===== config.mk =====
export PLATFORM = sky130hd
export DESIGN_NAME = phyrs_ctrl
export DESIGN_NICKNAME = d
export VERILOG_FILES = /design/src/rtl/phyrs_pkg.sv /design/src/rtl/phyrs_pin_if.sv /design/src/rtl/phyrs_ctrl.sv /design/src/rtl/phyrs_sync.sv
export SDC_FILE = /design/constraint.sdc
export NUM_CORES = 1
export LEC_CHECK = 0
export ABC_AREA = 1
export BUFFER_PORTS_ARGS = -buffer_cell sky130_fd_sc_hd__buf_2
export CAP_MARGIN = 40
export CORE_ASPECT_RATIO = 0.9
export CORE_MARGIN = 2
export CORE_UTILIZATION = 45
export CTS_CLUSTER_DIAMETER = 120
export DETAILED_ROUTE_END_ITERATION = 10
export PLACE_DENSITY = 0.68
export SLEW_MARGIN = 25
export SYNTH_ARGS = -nofsm -noshare
export SYNTH_HDL_FRONTEND = slang
export SYNTH_SLANG_ARGS = --single-unit

===== constraint.sdc =====
create_clock -name CLK -period 1.7 [get_ports CLK]
set_input_delay 0.34 -clock CLK [delete_from_list [all_inputs] [get_ports CLK]]
set_output_delay 0.34 -clock CLK [all_outputs]
set_load 0.02 [all_outputs]

===== src/rtl/phyrs_pkg.sv =====
// shared constants and types for the transceiver reset, power and strap controller
package phyrs_pkg;
	localparam int CLK_HZ         = 10_000_000;
	localparam int RST_STRETCH_NS = 25000;
	// nominal stretch treated as a least time, so round up
	localparam int STRETCH_CYC    = (RST_STRETCH_NS * (CLK_HZ / 1_000_000) + 999) / 1000;

	localparam int AW = 8;
	localparam int DW = 8;
	localparam logic [AW-1:0] ADR_CTRL = 8'h00;
	localparam logic [AW-1:0] ADR_LED  = 8'h04;
	localparam logic [AW-1:0] ADR_STAT = 8'h08;

	localparam int CTRL_SWRST    = 0;
	localparam int CTRL_SLEEP_EN = 1;
	localparam int CTRL_MANAGED  = 2;

	localparam int NLED      = 3;
	localparam int LED_SEL_W = 2;
	localparam int LED_CFG_W = NLED * LED_SEL_W;
	localparam logic [LED_CFG_W-1:0] LED_CFG_RST = 6'h24;
	localparam int NSTAT     = 4;

	localparam int STAT_INT_RST = 0;
	localparam int STAT_SLEEP   = 1;
	localparam int STAT_PWR_OFF = 2;
	localparam int STAT_PAUSE   = 3;
	localparam int STAT_FORCED  = 4;
	localparam int STAT_STRAP   = 5;

	localparam int NPIN      = 7;
	localparam int PIN_RST_N = 0;
	localparam int PIN_SLEEP = 1;
	localparam int PIN_PWR   = 2;
	localparam int PIN_PAUSE = 3;
	localparam int PIN_STRAP = 4;
	localparam logic [NLED-1:0] STRAP_AUTO = 3'h7;

	typedef enum logic [2:0] {
		ST_HOLD    = 3'h1,
		ST_STRETCH = 3'h2,
		ST_RUN     = 3'h4
	} phyrs_state_t;
endpackage


===== src/rtl/phyrs_pin_if.sv =====
// carrier for raw pin levels and their synchronised copies
`timescale 1ns/1ns
interface phyrs_pin_if;
	import phyrs_pkg::*;
	logic [NPIN-1:0] raw;
	logic [NPIN-1:0] sync;
	modport src (output raw, input sync);
	modport syn (input raw, output sync);
endinterface


===== src/rtl/phyrs_ctrl.sv =====
// reset stretch, sleep and power-down control, strap capture and indicator drive
//
// Contract
// - internal reset held while reset pin low or software reset bit set
// - after reset request ends, internal reset continues a further 25 us
// - pause strap high makes pause part of the advertised abilities
// - sleep pin high allows the low-power sleep state
// - in managed mode the sleep-enable bit overrides the sleep pin
// - each of three indicators shows the condition its selection field picks
// - strap pins sampled at power-up decide forced settings versus auto-negotiation
//
// The plain strobed port and the placing of the registers were decided locally.
`timescale 1ns/1ns
module phyrs_ctrl
	import phyrs_pkg::*;
#(
	parameter int STRETCH_CYCLES = STRETCH_CYC
)
(
	// clock and reset
	input  wire logic            CLK,
	input  wire logic            RST,
	// device pins
	input  wire logic            RESET_PIN_N,
	input  wire logic            SLEEP_PIN,
	input  wire logic            POWER_OFF_PIN,
	input  wire logic            PAUSE_PIN,
	input  wire logic [NLED-1:0] INDICATOR_STRAP_I,
	output logic      [NLED-1:0] INDICATOR_STRAP_O,
	output logic      [NLED-1:0] INDICATOR_STRAP_OE_N,
	// register port
	input  wire logic [AW-1:0]   ADDR,
	input  wire logic [DW-1:0]   WDATA,
	input  wire logic            WR_EN,
	input  wire logic            RD_EN,
	output logic      [DW-1:0]   RDATA,
	// link status from the core
	input  wire logic [NSTAT-1:0] STATUS_IN,
	// control outputs
	output logic                 INT_RST,
	output logic                 SLEEP_OK,
	output logic                 PWR_OFF,
	output logic                 PAUSE_ADV,
	output logic                 FORCED_CFG,
	output logic      [NLED-1:0] STRAP_CFG
);
	localparam int CNT_W = $clog2(STRETCH_CYCLES + 1);
	localparam logic [CNT_W-1:0] CNT_LAST = CNT_W'(STRETCH_CYCLES - 1);
	localparam logic [CNT_W-1:0] CNT_ONE  = CNT_W'(1);

	if (STRETCH_CYCLES < 1) begin : g_bad_stretch
		$error("stretch count must be at least one cycle");
	end

	typedef struct packed {
		phyrs_state_t         state;
		logic [CNT_W-1:0]     cnt;
		logic                 swrst;
		logic                 sleep_en;
		logic                 managed;
		logic [LED_CFG_W-1:0] led_cfg;
		logic                 int_rst;
		logic                 sleep_ok;
		logic                 pwr_off;
		logic                 pause_adv;
		logic                 forced;
		logic [NLED-1:0]      strap;
		logic [NLED-1:0]      led_o;
		logic [NLED-1:0]      led_oe_n;
		logic [DW-1:0]        rdata;
	} phyrs_ctrl_st_t;

	localparam phyrs_ctrl_st_t ST_RST = '{
		state:    ST_HOLD,
		cnt:      '0,
		swrst:    1'b0,
		sleep_en: 1'b0,
		managed:  1'b0,
		led_cfg:  LED_CFG_RST,
		int_rst:  1'b1,
		sleep_ok: 1'b0,
		pwr_off:  1'b0,
		pause_adv: 1'b0,
		forced:   1'b0,
		strap:    STRAP_AUTO,
		led_o:    '0,
		led_oe_n: '1,
		rdata:    '0
	};

	phyrs_ctrl_st_t st_r;
	phyrs_ctrl_st_t st_nxt;
	phyrs_pin_if    pins ();

	assign pins.raw = {INDICATOR_STRAP_I, PAUSE_PIN, POWER_OFF_PIN, SLEEP_PIN, RESET_PIN_N};

	phyrs_sync u_sync (
		.clk  (CLK),
		.rst  (RST),
		.pins (pins)
	);

	// pick one status condition for each indicator
	function automatic logic [NLED-1:0] led_pick(input logic [LED_CFG_W-1:0] cfg, input logic [NSTAT-1:0] stat);
		logic [NLED-1:0] res;
		res = '0;
		for (int i = 0; i < NLED; i++) begin
			res[i] = stat[cfg[i*LED_SEL_W +: LED_SEL_W]];
		end
		return res;
	endfunction

	logic pin_rst_n;
	logic wr_ctrl;
	logic [NLED-1:0] strap_now;

	assign pin_rst_n = pins.sync[PIN_RST_N];
	assign wr_ctrl   = WR_EN && (ADDR == ADR_CTRL);
	assign strap_now = pins.sync[PIN_STRAP +: NLED];

	always_comb begin
		st_nxt = st_r;
		case (st_r.state)
			ST_HOLD: begin
				// software request stays set through the hold and is cleared only when the stretch completes
				st_nxt.cnt = '0;
				if (pin_rst_n) begin
					st_nxt.state = ST_STRETCH;
				end
			end
			ST_STRETCH: begin
				if (!pin_rst_n) begin
					st_nxt.state = ST_HOLD;
				end else if (st_r.cnt == CNT_LAST) begin
					st_nxt.state = ST_RUN;
					st_nxt.swrst = 1'b0;
					// pins are still undriven here, so they read the board straps
					st_nxt.strap = strap_now;
				end else begin
					st_nxt.cnt = st_r.cnt + CNT_ONE;
				end
			end
			ST_RUN: begin
				if (!pin_rst_n || st_r.swrst) begin
					st_nxt.state = ST_HOLD;
				end
			end
			default: begin
				st_nxt.state = ST_HOLD;
			end
		endcase
		st_nxt.int_rst = (st_nxt.state != ST_RUN);
		st_nxt.forced  = (st_r.strap != STRAP_AUTO);

		// a new write wins over the self-clear in the same cycle
		if (wr_ctrl) begin
			st_nxt.swrst    = st_nxt.swrst | WDATA[CTRL_SWRST];
			st_nxt.sleep_en = WDATA[CTRL_SLEEP_EN];
			st_nxt.managed  = WDATA[CTRL_MANAGED];
		end
		if (WR_EN && (ADDR == ADR_LED)) begin
			st_nxt.led_cfg = WDATA[LED_CFG_W-1:0];
		end

		st_nxt.sleep_ok  = st_r.managed ? st_r.sleep_en : pins.sync[PIN_SLEEP];
		st_nxt.pwr_off   = pins.sync[PIN_PWR];
		st_nxt.pause_adv = pins.sync[PIN_PAUSE];

		// indicators stay released during reset so straps can be read
		st_nxt.led_oe_n = st_nxt.int_rst ? '1 : '0;
		st_nxt.led_o    = st_nxt.int_rst ? '0 : led_pick(st_r.led_cfg, STATUS_IN);

		st_nxt.rdata = '0;
		if (RD_EN) begin
			case (ADDR)
				ADR_CTRL: begin
					st_nxt.rdata[CTRL_SWRST]    = st_r.swrst;
					st_nxt.rdata[CTRL_SLEEP_EN] = st_r.sleep_en;
					st_nxt.rdata[CTRL_MANAGED]  = st_r.managed;
				end
				ADR_LED: begin
					st_nxt.rdata[LED_CFG_W-1:0] = st_r.led_cfg;
				end
				ADR_STAT: begin
					st_nxt.rdata[STAT_INT_RST]          = st_r.int_rst;
					st_nxt.rdata[STAT_SLEEP]            = st_r.sleep_ok;
					st_nxt.rdata[STAT_PWR_OFF]          = st_r.pwr_off;
					st_nxt.rdata[STAT_PAUSE]            = st_r.pause_adv;
					st_nxt.rdata[STAT_FORCED]           = st_r.forced;
					st_nxt.rdata[STAT_STRAP +: NLED]    = st_r.strap;
				end
				default: begin
					st_nxt.rdata = '0;
				end
			endcase
		end
	end

	always_ff @(posedge CLK or posedge RST) begin
		if (RST) begin
			st_r <= ST_RST;
		end else begin
			st_r <= st_nxt;
		end
	end

	assign INT_RST              = st_r.int_rst;
	assign SLEEP_OK             = st_r.sleep_ok;
	assign PWR_OFF              = st_r.pwr_off;
	assign PAUSE_ADV            = st_r.pause_adv;
	assign FORCED_CFG           = st_r.forced;
	assign STRAP_CFG            = st_r.strap;
	assign INDICATOR_STRAP_O    = st_r.led_o;
	assign INDICATOR_STRAP_OE_N = st_r.led_oe_n;
	assign RDATA                = st_r.rdata;
endmodule


===== src/rtl/phyrs_sync.sv =====
// two-flop synchroniser for the asynchronous control pins
`timescale 1ns/1ns
module phyrs_sync
	import phyrs_pkg::*;
(
	// clock and reset
	input wire logic clk,
	input wire logic rst,
	// pins
	phyrs_pin_if.syn pins
);
	typedef struct packed {
		logic [NPIN-1:0] meta;
		logic [NPIN-1:0] stab;
	} phyrs_sync_st_t;

	phyrs_sync_st_t st_r;
	phyrs_sync_st_t st_nxt;

	// first stage feeds only the second stage
	always_comb begin
		st_nxt      = st_r;
		st_nxt.meta = pins.raw;
		st_nxt.stab = st_r.meta;
	end

	always_ff @(posedge clk or posedge rst) begin
		if (rst) begin
			st_r <= '0;
		end else begin
			st_r <= st_nxt;
		end
	end

	assign pins.sync = st_r.stab;
endmodule


* After elaboration in Yosys (flattened, before gate mapping)
Cells that the tools add are included.
** Word-level totals
- Word-level logic and storage cells :: 64
- Input bits :: 31
- Register bits after elaboration :: 56
- Output and inout port bits :: 22
** Cells by class
- Bitwise logic cells :: 1
- Order comparisons :: 3
- $add $sub $neg :: 1
- Equal/unequal tests :: 10
- Muxes and demuxes :: 24
- Reduce and logical (&&, ||, !) cells :: 8
** Operator list (number)
- 3-bit 2-to-1 mux :: 7
- 3-bit case mux with 3 select lines :: 2
- 8-bit 2-to-1 mux :: 2
- 8-bit case mux with 2 select lines :: 1
- 2-bit by 3-bit less-than comparator with 1-bit output (second input constant) :: 3
- 9-bit 2-to-1 mux :: 1
- 8-bit by 1-bit adder with 8-bit output (second input constant) :: 1
- 8-bit by 3-bit == test with 1-bit output (second input constant) :: 1
- 8-bit by 4-bit == test with 1-bit output (second input constant) :: 1
- 8-bit == test (second input constant) :: 1
- 8-bit logical NOT :: 1
- 1-bit binary-select mux with 2-bit select :: 3
- 1-bit 2-to-1 mux :: 6
- 3-bit != test (second input constant) :: 2
- 3-bit case mux with 2 select lines :: 1
- 3-bit AND reduction :: 2
- 3-bit by 1-bit == test with 1-bit output (second input constant) :: 1
- 3-bit by 2-bit == test with 1-bit output (second input constant) :: 1
- 3-bit == test (second input constant) :: 1
- 1-bit logical AND :: 2
- 2-bit 2-to-1 mux :: 1
- 2-bit by 1-bit != test with 1-bit output (second input constant) :: 1
- 2-bit != test (second input constant) :: 1
- 2-bit nonzero test :: 1
- 3 further kinds :: 3

* Logic depth before layout (Yosys ltp)
- Word-level depth :: 6
- Gate-level depth with buffers :: 11
- Gate-level depth less buffers :: 11

* By module
From an unflattened synthesis, not the netlist that was laid out.
** Second synthesis, totals
- Cells, all modules :: 252
- Area total of the unflattened synthesis :: 2409.8 um^2
** Modules (own cells, without submodules)
- phyrs_ctrl :: instances 1, cells each 237, seq. area each 984.7 um^2, area an instance 2055.7 um^2
- phyrs_sync :: instances 1, cells each 15, seq. area each 350.3 um^2, area an instance 354.1 um^2

* Worst setup path before layout
Ideal clock, no wire load.
- Kind :: flip-flop to flip-flop
- Start :: register st_r[32] in the netlist's numbering
- End :: register st_r[36] in the netlist's numbering
- Buffers on the path :: 0
- Slack :: 0.426 ns
- Required time :: 1.587 ns
- Cell stages (with the launch flop) :: 12
- Setup time :: 0.113 ns
- Data arrival time :: 1.161 ns
- Clock period less this slack :: 1.274 ns
- Cells stage by stage :: dfrtp_1 inv_1 ha_1 nand2_1 nor2_1 nand2_2 nand2_2 nand2_4 nand2_1 nand2_1 nand2_1 inv_1
** Between the ends
- Cells in the longest elaborated chain, start to end :: 4
- Elaborated cells on any way between the ends :: 7
- Classes of those cells :: add/sub: 1; eq/ne: 2; mux: 3; reduce/logical: 1
** Ends and longest elaborated chain
- start: declaration :: RTL line phyrs_ctrl.sv:91 : phyrs_ctrl_st_t st_r;
- start signal: assignment :: RTL line phyrs_ctrl.sv:203 : st_r <= st_nxt;
- 8-bit by 1-bit adder with 8-bit output :: RTL line phyrs_ctrl.sv:140 : st_nxt.cnt = st_r.cnt + CNT_ONE;
- 8-bit 2-to-1 mux :: RTL line phyrs_ctrl.sv:134 : end else if (st_r.cnt == CNT_LAST) begin
- 9-bit 2-to-1 mux :: RTL line phyrs_ctrl.sv:132 : if (!pin_rst_n) begin
- 8-bit case mux with 2 select lines :: RTL line phyrs_ctrl.sv:123 : case (st_r.state)
Several ways; a longest one is shown, not always the timed one. The select of a mux whose other input is x is not followed.
A chain may end at the register's enable or synchronous reset.

==> flow_summary.ini <==
[detailed_routing]
avgViaCountPerCell = 4.71
first_pass_iters = 4
antenna_left = 0
wl_per_cell_um = 11.8
drt-total-wl_mm = 4.31
vias = 1720
drc = 0
dr.first_iter.drc_count = 76

[setup_path]
crit_type = reg -> reg
r2r_end = st_r[30]$_DFF_PP0_
rrSetupSlack_ps = 280
endpoint_kind = flop
required_ps = 1890
cpMostUsedCell = nand2_1
crit_chain = inv_1 -> ha_1 -> nand2_1 -> nor2_1 -> nand2_2 -> nor2_4 -> inv_2 -> nand2_1 -> o21ai_1
arrival_ps = 1610
cp_slowest_cell = dfrtp_1
ff2ff_path_depth = 9
cp-start-kind = flop
rr_startpoint = st_r[32]$_DFFE_PP0P_
slowest_delay_ps = 420
path_max_fanout = 6

[sta]
finClkSkew_ps = 7.88
max_freq_ghz = 0.703
fin_crit_ps = 1420
rsz0062_at_grt = no
fin_setup_tns_ps = 0
fin_ws_ps = 277
slew_violations = 0
worstMarginPinSlew_ps = 315
slew_headroom = 0.788
hold_viol = 0
fin_crit_sh = 0.837
setup_viol = 0

[synthesis]
avgSynthCellArea_sq_um = 9.34
async_flop_share = 1.00
synth_cell_types = 25
synth-seq-cells = 53
synth_ff_type = dfrtp_1
synth_warnings = 0
synth_nets = 289
syn-cell-area_sq_um = 2390
synth_edf_count = 0
seq_area_frac_synth = 0.558
netlist_instances = 256

[run_status]
status = completed

[placed_design]
gp_congestion = 0.841
portBuffers = 50
postPlaceCellArea_sq_um = 2620
place_hpwl_mm = 3.25
pre_cts_ws_ps = 307

[power_and_ir_drop]
power_mw = 2.18
leakagePower_nw = 1.32
ir_drop_mv = 0.388
powerDensity_nw_per_um2 = 810

[die]
die_y_um = 73.2
coreArea_sq_um = 5190
initial_core_util = 0.460
dieWidth_um = 80.8
boundaryPins = 53
die_area_sq_um = 5910
rows = 25

[final_layout]
final_nets = 330
design_area_sq_um = 2700
fillerInstances = 515
final_cell_mix = nand2_1 (54), buf_2 (50), dfrtp_1 (46)
drive_gt1_frac = 0.312
area_growth_pct = 12.8
final_common_cell = nand2_1
num_antenna_cells = 0

[global_route]
gr-usage-all-layers = 0.162
grt_pass1_vias = 1604
grt_antenna_before_repair = 0
grt_start_max_net_pins = 54
grt_overflow_total = 0
grt_pass1_wl_mm = 7.27

[clock_network]
clockRootBuffer = clkbuf_8
clock_sinks = 53
cts_resized = 0
cts_max_level = 2
post-cts-setup-buffers = 0
cts_hold_buffers = 0
cts_tree = done
cts_buffers = 5
clk_latency_ps = 300
clock_path_buffers = 2
path_clk_slew_ps = 90

[flow_run]
maxCapViolCount = 0

[hold_path]
hp-class = in -> async
## layer usage
layer,vias to the layer above,GRT usage,share of wire,wire length [um]
li1,885,-,-,-
met2,32,0.242,0.47,2030
met1,796,0.228,0.47,2020
met3,7,0.0470,0.045,192
met4,0,0.0565,0.016,68
met5,-,0,0,0
## per-stage QoR
step	utilization	hold slack, ps	cells
floorplan	-	331	256
finish	0.520	61.3	365
global route	0.520	92.2	365
detailed placement	0.504	335	357
global placement	0.504	332	357
CTS	0.520	69.3	365
## flip-flops by register name, summed over array words and instances (netlist names)
signal                cells
st_r                     20
INDICATOR_STRAP_O         3
PWR_OFF                   1
PAUSE_ADV                 1
u_sync.st_nxt             7
STRAP_CFG                 3
u_sync.pins.sync          7
RDATA                     8
FORCED_CFG                1
SLEEP_OK                  1
INDICATOR_STRAP_OE_N      1
## cell families after synthesis
| family | Yosys count | share of synthesized area |
|---|---|---|
| DFF | 53 | 0.558 |
| AOI/OAI and AO/OA | 29 | 0.0712 |
| buffers and inverters | 47 | 0.102 |
| adders and majority gates | 2 | 0.0105 |
| muxes | 1 | 0.00471 |
| and+or+nand+nor | 124 | 0.254 |
## power by group
group          total, mW  internal [mW]  leakage, nW  switching, mW
sequential          1.33           1.30        0.663         0.0277
clock              0.671          0.293       0.0395          0.377
combinational      0.185         0.0636        0.620          0.121
## worst max path at each step
stage	startpoint	end	slack, ps	cells past startpoint
3_3_place_gp	st_r[32]$_DFFE_PP0P_	st_r[30]$_DFF_PP0_	330	9
2_1_floorplan	RST	FORCED_CFG$_DFF_PP0_	90	1
3_5_place_dp	st_r[32]$_DFFE_PP0P_	st_r[30]$_DFF_PP0_	310	9
5_1_grt	st_r[32]$_DFFE_PP0P_	st_r[30]$_DFF_PP0_	140	9
4_1_cts	st_r[32]$_DFFE_PP0P_	st_r[30]$_DFF_PP0_	280	9
6_report	st_r[32]$_DFFE_PP0P_	st_r[30]$_DFF_PP0_	280	9
## synth_stat cells (3+ instances only)
master	count	area, sq um
nand2_1	54	203
dfrtp_1	46	1150
nand3_1	31	155
inv_1	26	97.6
buf_4	17	128
nor2_1	12	45.0
o21ai_0	8	40.0
dfstp_2	7	184
nand2_2	7	43.8
o21ai_1	7	35.0
a21oi_1	6	30.0
nor2_2	6	37.5
nor2_4	6	67.6
a21oi_2	4	35.0
inv_2	3	11.3
nand4_1	3	18.8
o211ai_1	3	22.5
## critical path, delay by kind of cell (launching register included)
kind	cells	cell delay (ps)
AND/OR/NAND/NOR	5	530
AO/OA/AOI/OAI	1	60
adder cells (fa/ha/maj)	1	140
flip-flops	1	420
buffers and inverters	2	170
## area by class of cell
cell class | count | area [sq um] | area share
flip-flops and latches | 53 | 1340 | 0.495
multi-input cells | 156 | 813 | 0.301
inverters | 30 | 115 | 0.0427
clock buffers | 8 | 80.1 | 0.0297
repair buffers | 51 | 270 | 0.100
well taps | 67 | 83.8 | 0.0311
Note: power is estimated with default switching activity, not from simulation.
